**src/rtl/mpe_pkg.sv**
```systemverilog
package mpe_pkg;

  // ****************************************************************
  // Register map
  // ****************************************************************
  localparam int ADDR_W = 8;
  localparam int DATA_W = 32;
  localparam logic [7:0] CC_OFS = 8'h00;
  localparam logic [7:0] OS_OFS = 8'h04;
  localparam logic [7:0] EC_OFS = 8'h08;
  localparam logic [7:0] ES_OFS = 8'h0C;
  localparam logic [7:0] KEY_OFS = 8'h10;
  localparam logic [7:0] PM_OFS = 8'h14;

  // ****************************************************************
  // Field layout and reset values
  // ****************************************************************
  localparam int CC_W = 11;
  localparam int CC_PWM_LSB = 8;
  localparam logic [10:0] CC_MASK = 11'h73F;
  localparam logic [10:0] CC_RST = 11'h000;
  localparam int OS_SYNC_LSB = 8;
  localparam int OS_POLH = 3;
  localparam int OS_POLL = 2;
  localparam int OS_PSYNC_LSB = 0;
  localparam int EC_EN = 0;
  localparam int EC_REL = 1;
  localparam int EC_MD_LSB = 3;
  localparam int EC_INH = 5;
  localparam logic EC_EN_RST = 1'b1;
  localparam logic EC_INH_RST = 1'b1;
  localparam logic [1:0] EC_MD_RST = 2'h3;
  localparam int ES_PROT = 0;
  localparam int ES_IN = 1;
  localparam int PM_MODE = 0;
  localparam logic [7:0] KEY_FIRST = 8'h5A;
  localparam logic [7:0] KEY_SECOND = 8'hA5;

  // ****************************************************************
  // Modes and states
  // ****************************************************************
  typedef enum logic [1:0] {
    PSY_ASYNC = 2'h0, PSY_BOTTOM = 2'h1, PSY_PEAK = 2'h2, PSY_BOTH = 2'h3
  } mpe_psync_t;
  typedef enum logic [1:0] {
    TRG_NONE = 2'h0, TRG_A = 2'h1, TRG_B = 2'h2, TRG_RSVD = 2'h3
  } mpe_trig_t;
  typedef enum logic [1:0] {
    EMD_ALL_Z0 = 2'h0, EMD_UP_ON = 2'h1, EMD_LO_ON = 2'h2, EMD_ALL_Z = 2'h3
  } mpe_emd_t;
  typedef enum logic [2:0] {
    KEY_IDLE = 3'h1, KEY_HALF = 3'h2, KEY_OPEN = 3'h4
  } mpe_key_t;
  typedef enum logic [1:0] {
    PROT_NORMAL = 2'h1, PROT_ACTIVE = 2'h2
  } mpe_prot_t;

endpackage

```
**src/rtl/mpe_phase_map.sv**
```systemverilog
`timescale 1ns/1ps
module mpe_phase_map (
  // Applied conduction setting
  input wire logic [10:0] cc,
  // Polarity
  input wire logic polh,
  input wire logic poll,
  // Raw waveforms from the carrier
  input wire logic [2:0] pwm_up,
  input wire logic [2:0] pwm_lo,
  // Pin levels
  output logic [2:0] lvl_up,
  output logic [2:0] lvl_lo
);
  import mpe_pkg::*;

  genvar g;
  generate
    for (g = 0; g < 3; g++) begin : g_phase
      logic sel_pwm;
      logic [1:0] oc;
      logic act_up;
      logic act_lo;
      assign sel_pwm = cc[CC_PWM_LSB + g];
      assign oc = cc[2 * g +: 2];
      // Code 01 mutes the upper side, 10 the lower side
      assign act_up = sel_pwm ? (oc != 2'h1) && pwm_up[g] : oc[1];
      assign act_lo = sel_pwm ? (oc != 2'h2) && pwm_lo[g] : oc[0];
      assign lvl_up[g] = polh ? act_up : ~act_up;
      assign lvl_lo[g] = poll ? act_lo : ~act_lo;
    end
  endgenerate

endmodule

```
**src/rtl/mpe_key_lock.sv**
```systemverilog
`timescale 1ns/1ps
module mpe_key_lock (
  // Clock and reset
  input wire logic sys_clk,
  input wire logic rst,
  // Bus events
  input wire logic key_wr,
  input wire logic other_wr,
  input wire logic [7:0] key_data,
  input wire logic ovv_used,
  // State
  output logic unlocked
);
  import mpe_pkg::*;

  typedef struct packed {
    mpe_key_t st;
  } mpe_key_state_t;

  mpe_key_state_t s;
  mpe_key_state_t n;

  // Any other write breaks or spends the sequence, so one unlock serves one disable
  always_comb begin
    n = s;
    case (s.st)
      KEY_IDLE: begin
        if (key_wr && key_data == KEY_FIRST) begin
          n.st = KEY_HALF;
        end
      end
      KEY_HALF: begin
        if (key_wr) begin
          n.st = (key_data == KEY_SECOND) ? KEY_OPEN :
                 (key_data == KEY_FIRST) ? KEY_HALF : KEY_IDLE;
        end else if (other_wr) begin
          n.st = KEY_IDLE;
        end
      end
      KEY_OPEN: begin
        if (key_wr) begin
          n.st = (key_data == KEY_FIRST) ? KEY_HALF : KEY_IDLE;
        end else if (other_wr || ovv_used) begin
          n.st = KEY_IDLE;
        end
      end
      default: n.st = KEY_IDLE;
    endcase
  end

  always_ff @(posedge sys_clk) begin
    if (rst) begin
      s.st <= KEY_IDLE;
    end else begin
      s <= n;
    end
  end

  assign unlocked = (s.st == KEY_OPEN);

endmodule

```
**src/rtl/mpe_top.sv**
```systemverilog
// Our own choices: the address map and the address-and-strobe port.
`timescale 1ns/1ps
module mpe_top (
  // Clock and reset
  input wire logic sys_clk,
  input wire logic rst,
  // Register port
  input wire logic [mpe_pkg::ADDR_W-1:0] reg_addr,
  input wire logic [mpe_pkg::DATA_W-1:0] reg_wdata,
  input wire logic reg_wr,
  input wire logic reg_rd,
  output logic [mpe_pkg::DATA_W-1:0] reg_rdata,
  // Carrier timing and waveforms
  input wire logic pwm_run,
  input wire logic carrier_bottom,
  input wire logic carrier_peak,
  input wire logic update_trigger_a,
  input wire logic update_trigger_b,
  input wire logic [2:0] pwm_upper,
  input wire logic [2:0] pwm_lower,
  // Protection inputs
  input wire logic emergency_stop_input_n,
  input wire logic tool_break,
  input wire logic ovv_key_used,
  // Phase outputs, order w v u from msb
  output logic [2:0] upper_out,
  output logic [2:0] upper_oe,
  output logic [2:0] lower_out,
  output logic [2:0] lower_oe,
  // Events and shared key state
  output logic emergency_interrupt,
  output logic key_unlocked
);
  import mpe_pkg::*;

  // ****************************************************************
  // State
  // ****************************************************************
  typedef struct packed {
    logic [10:0] cc1;
    logic [10:0] cc2;
    logic trig_armed;
    logic [1:0] syncs;
    logic [1:0] psyncs;
    logic polh;
    logic poll;
    logic en;
    logic inhen;
    logic [1:0] emd;
    logic pmode;
    mpe_prot_t prot;
    logic emg_prev;
    logic irq;
    logic [31:0] rdata;
    logic [2:0] up_out;
    logic [2:0] up_oe;
    logic [2:0] lo_out;
    logic [2:0] lo_oe;
  } mpe_state_t;

  mpe_state_t s;
  mpe_state_t n;

  logic wr_cc;
  logic wr_os;
  logic wr_ec;
  logic wr_key;
  logic wr_pm;
  logic other_wr;
  logic unlocked;
  logic trig_hit;
  logic armed_now;
  logic at_point;
  logic load;
  logic fall;
  logic enter;
  logic release_ok;
  logic [2:0] lvl_up;
  logic [2:0] lvl_lo;

  // ****************************************************************
  // Submodules
  // ****************************************************************
  mpe_key_lock u_key (
    .sys_clk(sys_clk),
    .rst(rst),
    .key_wr(wr_key),
    .other_wr(other_wr),
    .key_data(reg_wdata[7:0]),
    .ovv_used(ovv_key_used),
    .unlocked(unlocked)
  );

  mpe_phase_map u_map (
    .cc(s.cc2),
    .polh(s.polh),
    .poll(s.poll),
    .pwm_up(pwm_upper),
    .pwm_lo(pwm_lower),
    .lvl_up(lvl_up),
    .lvl_lo(lvl_lo)
  );

  // ****************************************************************
  // Decode
  // ****************************************************************
  assign wr_cc = reg_wr && reg_addr == CC_OFS;
  assign wr_os = reg_wr && reg_addr == OS_OFS;
  assign wr_ec = reg_wr && reg_addr == EC_OFS;
  assign wr_key = reg_wr && reg_addr == KEY_OFS;
  assign wr_pm = reg_wr && reg_addr == PM_OFS;
  assign other_wr = reg_wr && !wr_key;

  // ****************************************************************
  // Second-stage load point
  // ****************************************************************
  assign trig_hit = (s.syncs == TRG_A && update_trigger_a) ||
                    (s.syncs == TRG_B && update_trigger_b);
  // Reserved trigger code behaves as no trigger so the buffer never sticks
  assign armed_now = s.syncs == TRG_NONE || s.syncs == TRG_RSVD ||
                     s.trig_armed || trig_hit;

  always_comb begin
    case (s.psyncs)
      PSY_ASYNC: at_point = 1'b1;
      PSY_BOTTOM: at_point = carrier_bottom;
      PSY_PEAK: at_point = carrier_peak;
      PSY_BOTH: at_point = carrier_bottom || carrier_peak;
      default: at_point = 1'b1;
    endcase
  end

  // A stopped carrier loads at once
  assign load = !pwm_run || (armed_now && at_point);

  // ****************************************************************
  // Emergency events
  // ****************************************************************
  assign fall = s.emg_prev && !emergency_stop_input_n;
  assign enter = s.en && fall;
  assign release_ok = wr_ec && reg_wdata[EC_REL] && emergency_stop_input_n &&
                      s.cc1 == CC_RST && s.cc2 == CC_RST;

  // ****************************************************************
  // Next state
  // ****************************************************************
  always_comb begin
    n = s;
    n.emg_prev = emergency_stop_input_n;
    n.irq = 1'b0;
    n.rdata = '0;

    // Register writes
    if (wr_cc) begin
      n.cc1 = reg_wdata[CC_W-1:0] & CC_MASK;
    end
    if (wr_os) begin
      n.syncs = reg_wdata[OS_SYNC_LSB +: 2];
      n.polh = reg_wdata[OS_POLH];
      n.poll = reg_wdata[OS_POLL];
      n.psyncs = reg_wdata[OS_PSYNC_LSB +: 2];
    end
    if (wr_ec) begin
      n.emd = reg_wdata[EC_MD_LSB +: 2];
      n.inhen = reg_wdata[EC_INH];
      if (reg_wdata[EC_EN] || unlocked) begin
        n.en = reg_wdata[EC_EN];
      end
    end
    if (wr_pm) begin
      n.pmode = reg_wdata[PM_MODE];
    end

    // Double buffer
    if (load) begin
      n.cc2 = s.cc1;
      n.trig_armed = 1'b0;
    end else if (trig_hit) begin
      n.trig_armed = 1'b1;
    end
    if (!pwm_run) begin
      n.trig_armed = 1'b0;
    end

    // Protection state; entry wins over a release in the same cycle
    case (s.prot)
      PROT_NORMAL: begin
        if (enter) begin
          n.prot = PROT_ACTIVE;
          n.irq = 1'b1;
        end
      end
      PROT_ACTIVE: begin
        if (release_ok && !enter) begin
          n.prot = PROT_NORMAL;
        end
      end
      default: n.prot = PROT_NORMAL;
    endcase

    // Outputs
    n.up_out = lvl_up;
    n.lo_out = lvl_lo;
    n.up_oe = '1;
    n.lo_oe = '1;
    if (s.inhen && tool_break) begin
      if (s.pmode) begin
        n.up_oe = '0;
        n.lo_oe = '0;
      end else begin
        n.up_out = {3{~s.polh}};
        n.lo_out = {3{~s.poll}};
      end
    end
    // Decided from the next state so the outputs drop on the entry edge
    if (n.prot == PROT_ACTIVE) begin
      case (s.emd)
        EMD_UP_ON: n.lo_oe = '0;
        EMD_LO_ON: n.up_oe = '0;
        default: begin
          n.up_oe = '0;
          n.lo_oe = '0;
        end
      endcase
    end

    // Read data
    if (reg_rd) begin
      case (reg_addr)
        CC_OFS: n.rdata = {21'h000000, s.cc1};
        OS_OFS: n.rdata = {22'h000000, s.syncs, 4'h0, s.polh, s.poll, s.psyncs};
        EC_OFS: n.rdata = {26'h0000000, s.inhen, s.emd, 3'h0} |
                          {31'h00000000, s.en};
        ES_OFS: n.rdata = {30'h00000000, emergency_stop_input_n,
                           s.prot == PROT_ACTIVE};
        KEY_OFS: n.rdata = 32'h00000000;
        PM_OFS: n.rdata = {31'h00000000, s.pmode};
        default: n.rdata = 32'h00000000;
      endcase
    end
  end

  // ****************************************************************
  // Registers
  // ****************************************************************
  always_ff @(posedge sys_clk) begin
    if (rst) begin
      s.cc1 <= CC_RST;
      s.cc2 <= CC_RST;
      s.trig_armed <= 1'b0;
      s.syncs <= TRG_NONE;
      s.psyncs <= PSY_ASYNC;
      s.polh <= 1'b0;
      s.poll <= 1'b0;
      s.en <= EC_EN_RST;
      s.inhen <= EC_INH_RST;
      s.emd <= EC_MD_RST;
      s.pmode <= 1'b0;
      s.prot <= PROT_NORMAL;
      // A low input right after reset counts as a fall
      s.emg_prev <= 1'b1;
      s.irq <= 1'b0;
      s.rdata <= 32'h00000000;
      s.up_out <= 3'h0;
      s.up_oe <= 3'h0;
      s.lo_out <= 3'h0;
      s.lo_oe <= 3'h0;
    end else begin
      s <= n;
    end
  end

  assign reg_rdata = s.rdata;
  assign upper_out = s.up_out;
  assign upper_oe = s.up_oe;
  assign lower_out = s.lo_out;
  assign lower_oe = s.lo_oe;
  assign emergency_interrupt = s.irq;
  assign key_unlocked = unlocked;
endmodule

```
**config.mk**
```make
export PLATFORM = sky130hd
export DESIGN_NAME = mpe_top
export DESIGN_NICKNAME = d
export VERILOG_FILES = /design/src/rtl/mpe_pkg.sv /design/src/rtl/mpe_phase_map.sv /design/src/rtl/mpe_key_lock.sv /design/src/rtl/mpe_top.sv
export SDC_FILE = /design/constraint.sdc
export NUM_CORES = 1
export LEC_CHECK = 0
export ABC_AREA = 1
export BUFFER_PORTS_ARGS = -buffer_cell sky130_fd_sc_hd__buf_2
export CAP_MARGIN = 20
export CORE_MARGIN = 1.5
export CORE_UTILIZATION = 45
export CTS_CLUSTER_SIZE = 16
export DETAILED_ROUTE_END_ITERATION = 8
export HOLD_SLACK_MARGIN = 0.15
export PLACE_DENSITY = 0.71
export SETUP_SLACK_MARGIN = 0.1
export SYNTH_ARGS = -nofsm -noshare
export SYNTH_HDL_FRONTEND = slang
export SYNTH_HIERARCHICAL = 1
export SYNTH_SLANG_ARGS = --single-unit
```
**constraint.sdc**
```tcl
create_clock -name sys_clk -period 1.88 [get_ports sys_clk]
set_input_delay 0.188 -clock sys_clk [delete_from_list [all_inputs] [get_ports sys_clk]]
set_output_delay 0.188 -clock sys_clk [all_outputs]
set_load 0.02 [all_outputs]
```
==> results of run 1 <==
[registers in the layout (all words and copies together) (netlist names)]
register	cells
s	33
reg_rdata	9
lower_out	3
u_key/s	3
upper_out	3
emergency_interrupt	1
lower_oe	1
upper_oe	1
[metrics by stage]
stage,setup WS [ps],instances,hold WS [ps]
finish,287,554,164
global route,86.9,554,156
CTS,144,554,155
detailed placement,151,544,443
global placement,185,544,440
floorplan,393,454,257
[power groups by stage]
stage               registers, W  logic (W)  clock network, W
floorplan                0.00124   0.000403                 0
global placement         0.00124   0.000437                 0
detailed placement       0.00124   0.000448                 0
CTS                      0.00122   0.000452          0.000673
global route             0.00122   0.000505          0.000725
finish                   0.00122   0.000451          0.000664
[cells in the final DEF, fill, tap and decap left out, types with 4 or more instances in the layout]
| master | count |
|---|---|
| clkbuf_8 | 6 |
| o21ai_1 | 4 |
| nor2_2 | 5 |
| a31oi_1 | 4 |
| dfxtp_1 | 54 |
| ha_1 | 4 |
| nor2_1 | 46 |
| buf_4 | 5 |
| o21ai_0 | 22 |
| a21oi_1 | 31 |
| nand2_1 | 103 |
| nand3_1 | 20 |
| inv_1 | 49 |
| buf_2 | 59 |
| conb_1 | 23 |
| nor2_4 | 4 |
| inv_2 | 7 |
[worst register-to-register path: stages (launching register included)]
cell and delay, ps:
dfxtp_1 380, inv_1 80, ha_1 190, a21oi_1 110, nand2_1 70, o22ai_1 240, nand2_4 170, o21ai_0 190
a21oi_1 50
[final timing paths]
path	to	slack, ps	cells past startpoint
worst max-delay path	s[70]$_SDFFE_PP0P_	290	8
worst min-delay path	s[81]$_SDFFE_PP0P_	160	3
worst max register to register	s[70]$_SDFFE_PP0P_	290	8
worst min register to register	s[56]$_SDFFE_PP0P_	480	2
[per-layer routing]
layer	global-route usage [%]	up-vias	wire [um]
met3	3.44	6	409
met5	0	-	0
met4	4.99	0	59
met1	24.4	1140	2930
li1	-	1377	-
met2	30.4	79	2840
[final cells by class]
| class | count | share of cell area [%] |
|---|---|---|
| clock buffers | 7 | 2.64 |
| clock inverters | 1 | 0.153 |
| inverters | 57 | 6.63 |
| multi-input cells | 292 | 43.7 |
| flip-flops and latches | 54 | 33.1 |
| well taps | 77 | 2.95 |
| repair buffers | 66 | 10.8 |
[kinds of logic (layout without fill, tap and decap cells)]
family                     count (synthesis)  count (layout)  share of synthesized area [%]
and+or+nand+nor                          195             195                           29.9
DFF                                       54              54                           35.9
buffers and inverters                    108             131                           19.6
adders and majority gates                  4               4                           1.66
other                                      1              23                          0.125
AOI/OAI and AO/OA                         70              70                           12.7
[timing repair]
item	in CTS	in global routing
hold buffers	2	0
gates resized for setup	0	2
setup endpoints to repair	0	9
hold endpoints to repair	2	0
buffers inserted	0	0
==> flow_metrics.py, run 1 <==
metrics = {
    "setup_path": {
        "worstPathRequired_ps": 2080,
        "path_buf_inv": 1,
        "cp-end-kind": "flop",
        "slowest_stage": "dfxtp_1",
        "crit_start": "s[57]$_SDFFE_PP0P_",
        "worstPathCellList": "inv_1, ha_1, a21oi_1, nand2_1, o22ai_1, nand2_4, o21ai_0, a21oi_1",
        "worst_path_most_repeated_cell": "a21oi_1",
        "slowest_delay_ps": 380,
        "critPathKind": "reg -> reg",
        "critPathMaxFanout": 17,
        "start_kind": "flop",
        "worstPathArrival_ps": 1790,
        "crit_family": "compound AO/OA/AOI/OAI gates",
        "rr_startpoint": "s[57]$_SDFFE_PP0P_",
    },
    "clock_network": {
        "cts_buffers": 5,
        "clkTransAtPathRegs_ps": 90,
        "cts_root_buf": "clkbuf_8",
        "clk_latency_ps": 310,
        "cts_tree": "yes",
        "htreeDepth": 2,
        "cts_max_path_buffers": 2,
        "cts_sinks": 54,
    },
    "floorplanning": {
        "rows": 29,
        "start_util_pct": 47.1,
        "ios": 104,
        "core_um2": 6390,
        "dieArea_um2": 7180,
        "die_y_um": 84.8,
        "die_w_um": 84.8,
    },
    "power": {
        "switching_share_pct": 29.7,
        "power_density_nw_per_um2": 714,
        "p_seq_share_pct": 52.2,
        "ir_worst_vdd_v": 0.000337,
        "p_int_w": 0.00164,
        "power.leakage_nw": 1.61,
        "p_sw_w": 0.000692,
        "power_frac_comb_pct": 19.3,
        "pwr-share-clk_pct": 28.4,
        "power_w": 0.00233,
    },
    "min_path": {
        "min-delay-start": "reg_wdata[10]",
        "hp-class": "in -> reg",
    },
    "sta": {
        "finalCriticalPeriod_ps": 1590,
        "max_freq_mhz": 628,
        "min_period_over_period_pct": 84.7,
        "setup_viol": 0,
        "finalHoldViolations": 0,
        "drv_slew": 0,
        "skew_ps": 6.08,
        "finalSetupTns_ps": 0,
        "grt_setup_unrepaired": "false",
    },
    "yosys": {
        "synth_top_area_share_pct": 35.9,
        "syn_inst": 432,
        "synth_largest_area_cell": "dfxtp_1",
        "synthDistinctLibCells": 34,
        "synth_area_um2": 3010,
        "syn_area_per_cell_um2": 6.96,
        "ys.warnings.count": 6,
        "yosysSeqAreaShare_pct": 35.9,
        "synth-seq-cells": 54,
        "synth-edff-count": 0,
        "synth_common_cells": "nand2_1 (104), dfxtp_1 (54), inv_1 (49)",
        "ys.flop_type": "dfxtp_1",
        "synth_area_leaders": "dfxtp_1 (36%), nand2_1 (13%), buf_4 (11%), inv_1 (6.1%), nor2_1 (5.7%)",
        "yosysMostFrequentCell": "nand2_1",
        "postSynth.asyncResetShare_pct": 0,
    },
    "drt": {
        "vias": 2602,
        "drtAntennaViolNets": 0,
        "drt-vias-per-instance": 4.70,
        "drt-total-wl_mm": 6.24,
        "drc": 0,
        "drtPass1Iterations": 4,
        "wl_per_cell_um": 11.3,
        "drt_iter0_markers": 162,
    },
    "final_layout": {
        "n_fill_cell": 659,
        "final_nets": 538,
        "finalCoreUtilization_pct": 51.1,
        "antenna_cells": 0,
        "drive_gt1_share_pct": 21.4,
        "fin_area_um2": 3270,
        "regArea_um2": 1080,
        "areaGrowthSynthToFinish_pct": 8.57,
        "multi_input_area_um2": 1430,
    },
    "placement": {
        "place_area_um2": 3150,
        "globalplace.congestion": 0.871,
        "hpwl_mm": 4.90,
        "io_buffers": 59,
    },
    "global_route": {
        "grt_overflow": 0,
        "grt_pass1_wl_mm": 10.6,
        "grt_max_degree": 21,
        "track_usage_pct": 18.3,
        "grt_pass1_vias": 2406,
        "grt_antenna_before_repair": 0,
    },
    "job": {
        "drv_cap": 0,
    },
    "outcome": {
        "status": "completed",
    },
}
No activity file was read; power rests on OpenSTA's default activity.
==> run 2: changes to the inputs <==
--- a/config.mk
+++ b/config.mk
@@ -5,7 +5,7 @@
 export SDC_FILE = /design/constraint.sdc
 export NUM_CORES = 1
 export LEC_CHECK = 0
-export ABC_AREA = 1
+export ABC_AREA = 0
 export BUFFER_PORTS_ARGS = -buffer_cell sky130_fd_sc_hd__buf_2
 export CAP_MARGIN = 20
 export CORE_MARGIN = 1.5
@@ -13,7 +13,7 @@
 export CTS_CLUSTER_SIZE = 16
 export DETAILED_ROUTE_END_ITERATION = 8
 export HOLD_SLACK_MARGIN = 0.15
-export PLACE_DENSITY = 0.71
+export PLACE_DENSITY = 0.73
 export SETUP_SLACK_MARGIN = 0.1
 export SYNTH_ARGS = -nofsm -noshare
 export SYNTH_HDL_FRONTEND = slang
==> constraint.sdc (replaced) <==
create_clock -name sys_clk -period 1.4 [get_ports sys_clk]
set_input_delay 0.14 -clock sys_clk [delete_from_list [all_inputs] [get_ports sys_clk]]
set_output_delay 0.14 -clock sys_clk [all_outputs]
set_load 0.02 [all_outputs]
==> flow_metrics.py, run 2 <==
metrics = {
    "final_layout": {
        "areaGrowthSynthToFinish_pct": 30.0,
        "largest_reg_flops": 33,
        "fin_cells": 511,
        "top_register": "s",
        "antenna_cells": 0,
        "final_cell_mix": "buf_2 (53), dfxtp_1 (40), buf_4 (35)",
        "mostFrequentLayoutCell": "buf_2",
        "regArea_um2": 1120,
        "n_fill_cell": 570,
        "drive_gt1_share_pct": 39.4,
        "final_nets": 492,
        "multi_input_area_um2": 1880,
    },
    "yosys": {
        "synth_area_um2": 3090,
        "postSynth.asyncResetShare_pct": 0,
        "synth_common_cells": "dfxtp_1 (54), buf_4 (44), mux2i_1 (31)",
        "synth-seq-cells": 54,
        "synthDistinctLibCells": 52,
        "syn_area_per_cell_um2": 8.93,
        "yosysMostFrequentCell": "dfxtp_1",
        "synth-edff-count": 0,
        "yosysSeqAreaShare_pct": 35.0,
        "synth_top_area_share_pct": 35.0,
        "ys.warnings.count": 6,
        "synth_largest_area_cell": "dfxtp_1",
        "ys.flop_type": "dfxtp_1",
        "syn_inst": 346,
        "synth_area_leaders": "dfxtp_1 (35%), buf_4 (11%), mux2i_1 (10%), nand2b_1 (4.9%), nor2_1 (3.3%)",
    },
    "sta": {
        "skew_ps": 9.01,
        "finalSetupTns_ps": -627,
        "setup_viol": 10,
        "worst_slack_ps": -106,
        "max_freq_mhz": 664,
        "drv_slew": 0,
        "min_period_over_period_pct": 108,
        "finalHoldViolations": 0,
        "finalCriticalPeriod_ps": 1510,
        "grt_setup_unrepaired": "true",
    },
    "clock_network": {
        "clkTransAtPathRegs_ps": 100,
        "cts_tree": "yes",
        "clk_latency_ps": 320,
        "cts_sinks": 54,
        "cts_max_path_buffers": 2,
        "htreeDepth": 2,
        "cts_buffers": 5,
        "hold_buffers": 11,
        "cts_root_buf": "clkbuf_8",
    },
    "setup_path": {
        "r2r-end": "s[61]$_SDFFE_PP0P_",
        "critPathKind": "reg -> reg",
        "slowest_stage": "dfxtp_2",
        "path_buf_inv": 1,
        "cp-end-kind": "flop",
        "reg2reg_depth": 6,
        "start_kind": "flop",
        "crit_cells": 6,
        "rr_startpoint": "s[58]$_SDFFE_PP0P_",
        "crit_start": "s[58]$_SDFFE_PP0P_",
        "critPathMaxFanout": 9,
        "slowest_delay_ps": 360,
        "r2r_slack_ps": -110,
        "worstPathCellList": "inv_2, ha_4, a221oi_2, nand3b_1, nand2_4, mux2i_1",
        "worstPathArrival_ps": 1740,
        "crit_family": "flip-flops",
        "endpoint": "s[61]$_SDFFE_PP0P_",
        "worstPathRequired_ps": 1640,
    },
    "placement": {
        "io_buffers": 59,
        "placedCellCount": 489,
        "globalplace.congestion": 0.872,
        "hpwl_mm": 5.54,
    },
    "drt": {
        "wl_per_cell_um": 14.9,
        "top_layer": "met4",
        "vias": 2693,
        "wl_met2_mm": 3.68,
        "drt-vias-per-instance": 5.27,
        "drc": 0,
        "drtPass1Iterations": 4,
        "drt-total-wl_mm": 7.61,
        "drt_iter0_markers": 173,
        "drtAntennaViolNets": 0,
        "wl_met1_mm": 3.39,
        "wl_met3_um": 419,
    },
    "outcome": {
        "violations": "setup timing",
        "status": "finished, violations left",
    },
    "global_route": {
        "track_usage_pct": 21.2,
        "grt_max_degree": 53,
        "grt_pass1_wl_mm": 12.4,
        "grt_pass1_vias": 2561,
        "grt_antenna_before_repair": 0,
        "grt_overflow": 0,
    },
    "floorplanning": {
        "dieArea_um2": 7370,
        "die_w_um": 85.9,
        "die_y_um": 85.9,
        "rows": 30,
        "start_util_pct": 46.0,
        "ios": 104,
        "core_um2": 6720,
    },
    "power": {
        "ir_worst_vdd_v": 0.000331,
        "power.leakage_nw": 1.78,
        "power_density_nw_per_um2": 853,
    },
    "min_path": {
        "hp-class": "in -> reg",
    },
    "job": {
        "drv_cap": 0,
    },
}
## run 2: cell count changes in the layout (fill, tap and decap cells not counted), sizes merged, moves of 16 or more
cell	previous run	this run
nand2	106	14
inv	57	15
buf	64	99
mux2i	0	31
nor2	57	27
a21oi	33	9
nand2b	0	24
nand3	25	5
o21ai	28	12
## run 2: metrics by stage
stage | utilization [%] | instance area (um2) | worst slack (ps) | total power (W) | hold WS (ps)
global route | 59.8 | 4020 | -192 | 0.00360 | 108
CTS | 57.6 | 3870 | -101 | 0.00339 | 109
detailed placement | 52.9 | 3550 | -396 | 0.00241 | 390
finish | 59.8 | 4020 | -106 | 0.00343 | 108
global placement | 52.9 | 3550 | -355 | 0.00239 | 385
floorplan | - | 3250 | -291 | 0.00226 | 205
## run 2: how the worst min path moves through the flow
stage                     slack, ps                 endpoint  cells past startpoint              from
after floorplan                 200  u_key/s[2]$_SDFFE_PP0P_                      1               rst
after global placement          380       s[81]$_SDFFE_PP0P_                      3     reg_wdata[10]
after detailed placement        390       s[81]$_SDFFE_PP0P_                      3     reg_wdata[10]
after CTS                       110       s[59]$_SDFFE_PP0P_                      3  update_trigger_a
after global routing            110       s[59]$_SDFFE_PP0P_                      3  update_trigger_a
final                           110       s[59]$_SDFFE_PP0P_                      3  update_trigger_a
## run 2: final cells by class
cell class              count  share of cell area [%]
flip-flops and latches     54                    27.8
inverters                  15                    1.46
repair buffers            110                    19.2
well taps                  80                    2.49
clock inverters             3                   0.529
clock buffers               5                    1.71
multi-input cells         244                    46.8
## run 2: layer usage
layer / vias up / GRT usage, %
met2: 103 / 35.4
met4: 0 / 7.77
met5: - / 0
met1: 1258 / 27.8
met3: 12 / 3.18
li1: 1320 / -
## run 2: tightest hold or removal path: stages
cell,delay [ps]
buf_2,90
a221oi_2,50
nor3_1,110
## run 2: cell families after synthesis
logic type,Yosys count,share of synthesized area (%)
and+or+nand+nor,132,25.8
adders and majority gates,4,1.62
other,1,0.121
buffers and inverters,70,14.1
AOI/OAI and AO/OA,47,10.9
xor gates and xnor gates,6,1.70
muxes,32,10.8
DFF,54,35.0
## run 2: timing repair
action,in CTS,in global routing
endpoints found under the setup margin,24,25
gates resized for setup,30,39
hold endpoints to repair,15,1
buffers inserted,3,1
pin swaps,16,27
## run 2: where the power goes
part,internal [W],switching (W)
Clock,0.000353,0.000527
Combinational,0.000408,0.000489
Sequential,0.00160,0.0000498
==> run 3: changes to the inputs <==
--- a/config.mk
+++ b/config.mk
@@ -8,12 +8,13 @@
 export ABC_AREA = 0
 export BUFFER_PORTS_ARGS = -buffer_cell sky130_fd_sc_hd__buf_2
 export CAP_MARGIN = 20
-export CORE_MARGIN = 1.5
+export CORE_MARGIN = 2
 export CORE_UTILIZATION = 45
 export CTS_CLUSTER_SIZE = 16
 export DETAILED_ROUTE_END_ITERATION = 8
 export HOLD_SLACK_MARGIN = 0.15
-export PLACE_DENSITY = 0.73
+export PLACE_DENSITY = 0.71
+export RECOVER_POWER = 25
 export SETUP_SLACK_MARGIN = 0.1
 export SYNTH_ARGS = -nofsm -noshare
 export SYNTH_HDL_FRONTEND = slang
==> constraint.sdc (replaced) <==
create_clock -name sys_clk -period 1.9 [get_ports sys_clk]
set_input_delay 0.19 -clock sys_clk [delete_from_list [all_inputs] [get_ports sys_clk]]
set_output_delay 0.19 -clock sys_clk [all_outputs]
set_load 0.02 [all_outputs]
==> flow_metrics.py, run 3 (same netlist as run 2, synthesis figures left out) <==
metrics = {
    "outcome": {
        "status": "completed",
    },
    "setup_path": {
        "r2r_slack_ps": 220,
        "crit_start": "s[57]$_SDFFE_PP0P_",
        "critPathKind": "reg -> reg",
        "start_kind": "flop",
        "worstPathCellList": "inv_1, ha_1, a221oi_1, nand3b_1, nand2_1, buf_4, mux2i_1",
        "cp-end-kind": "flop",
        "slowest_stage": "dfxtp_1",
        "critPathMaxFanout": 9,
        "reg2reg_depth": 7,
        "rr_startpoint": "s[57]$_SDFFE_PP0P_",
        "worstPathArrival_ps": 1910,
        "crit_cells": 7,
        "r2r-end": "s[60]$_SDFFE_PP0P_",
        "path_buf_inv": 2,
        "slowest_delay_ps": 420,
        "worstPathRequired_ps": 2130,
        "crit_family": "flip-flops",
    },
    "sta": {
        "max_freq_mhz": 595,
        "min_period_over_period_pct": 88.5,
        "finalCriticalPeriod_ps": 1680,
        "finalHoldViolations": 0,
        "slew-limit-headroom_pct": 52.5,
        "hold_ws_ps": 162,
        "setup_viol": 0,
        "drv_slew": 0,
        "tightest_slew_ps": 712,
        "grt_setup_unrepaired": "false",
        "skew_ps": 7.53,
    },
    "floorplanning": {
        "rows": 30,
        "start_util_pct": 46.0,
        "die_w_um": 86.9,
        "core_um2": 6720,
        "ios": 104,
        "dieArea_um2": 7550,
        "die_y_um": 86.9,
    },
    "final_layout": {
        "final_nets": 454,
        "largest_reg_flops": 33,
        "n_fill_cell": 648,
        "areaGrowthSynthToFinish_pct": 9.35,
        "fin_cells": 473,
        "top_register": "s",
        "antenna_cells": 0,
        "final_cell_mix": "dfxtp_1 (54), buf_2 (43), mux2i_1 (31)",
        "drive_gt1_share_pct": 19.3,
        "mostFrequentLayoutCell": "dfxtp_1",
    },
    "clock_network": {
        "htreeDepth": 2,
        "cts_buffers": 5,
        "cts_resized": 0,
        "clkTransAtPathRegs_ps": 90,
        "clk_latency_ps": 300,
        "cts_max_path_buffers": 2,
        "cts_root_buf": "clkbuf_8",
        "cts_sinks": 54,
        "postCtsSetupRepairBufs": 0,
        "cts_tree": "yes",
    },
    "drt": {
        "drtPass1Iterations": 6,
        "drc": 0,
        "vias": 2485,
        "wl_per_cell_um": 14.3,
        "drt_iter0_markers": 156,
        "drt-total-wl_mm": 6.76,
        "drt-vias-per-instance": 5.25,
        "drtAntennaViolNets": 0,
    },
    "min_path": {
        "min-delay-start": "emergency_stop_input_n",
        "worstHoldPathCells": 2,
        "holdPathEnd": "s[45]$_SDFF_PP1_",
        "hp-class": "in -> reg",
    },
    "global_route": {
        "grt_pass1_vias": 2240,
        "grt_overflow": 0,
        "met1_usage_pct": 24.2,
        "grt_antenna_before_repair": 0,
        "grt_pass1_wl_mm": 10.7,
        "track_usage_pct": 17.8,
        "met2_usage_pct": 29.1,
        "grt_max_degree": 43,
        "top_usage_layer": "met2",
        "met3_usage_pct": 2.84,
    },
    "power": {
        "power_density_nw_per_um2": 689,
        "power.leakage_nw": 1.44,
        "ir_worst_vdd_v": 0.000364,
    },
    "placement": {
        "placedCellCount": 461,
        "hpwl_mm": 5.22,
        "globalplace.congestion": 0.875,
        "io_buffers": 59,
    },
    "job": {
        "drv_cap": 0,
    },
}
==> run 3: power by group <==
group | switching, W | internal, W
clock | 0.000361 | 0.000295
combinational | 0.000286 | 0.000178
sequential | 0.0000334 | 0.00117
total | 0.000680 | 0.00165
==> run 3: how the worst max path moves through the flow <==
stage,endpoint,slack [ps]
after floorplan,u_key/s[2]$_SDFFE_PP0P_,160
after detailed placement,u_key/s[2]$_SDFFE_PP0P_,-30
final,s[60]$_SDFFE_PP0P_,220
after global routing,s[64]$_SDFFE_PP0P_,100
after CTS,s[62]$_SDFFE_PP0P_,200
after global placement,u_key/s[2]$_SDFFE_PP0P_,70
==> run 3: area by class of cell <==
type	instances	area (um2)	area share, %
Multi-Input combinational cell	244	1670	49.4
Sequential cell	54	1080	32.0
Timing Repair Buffer	72	380	11.3
Tap cell	80	100	2.96
Clock buffer	7	86.3	2.55
Inverter	15	56.3	1.67
Clock inverter	1	5.00	0.148
==> run 3: per-layer routing <==
| metal | wire length (um) | share of wire [%] |
|---|---|---|
| met2 | 3140 | 46 |
| met1 | 3170 | 47 |
| met5 | 0 | 0 |
| met3 | 354 | 5.2 |
| met4 | 97 | 1.4 |
==> run 3: per-stage QoR <==
step	setup TNS (ps)	total power [W]	area, um2	worst slack [ps]	utilization [%]
6_report	0	0.00233	3380	219	50.3
5_1_grt	0	0.00244	3380	102	50.3
4_1_cts	0	0.00235	3400	204	50.6
3_5_place_dp	-32.5	0.00169	3270	-32.5	48.7
3_3_place_gp	0	0.00168	3270	72.5	48.7
2_1_floorplan	0	0.00164	3190	159	-
==> run 3: repair_timing <==
| action | 4_1_cts | 5_1_grt |
|---|---|---|
| hold buffers | 4 | 0 |
| endpoints found under the hold margin | 6 | 0 |
| endpoints found under the setup margin | 0 | 0 |
==> run 3: worst reg2reg max path: cells and delay by family (launching register included) <==
family                     cells  cell delay [ps]
muxes                          1              220
buffers and inverters          2              260
AOI/OAI and AO/OA              1              320
adders and majority gates      1              190
and+or+nand+nor                2              200
DFF                            1              420
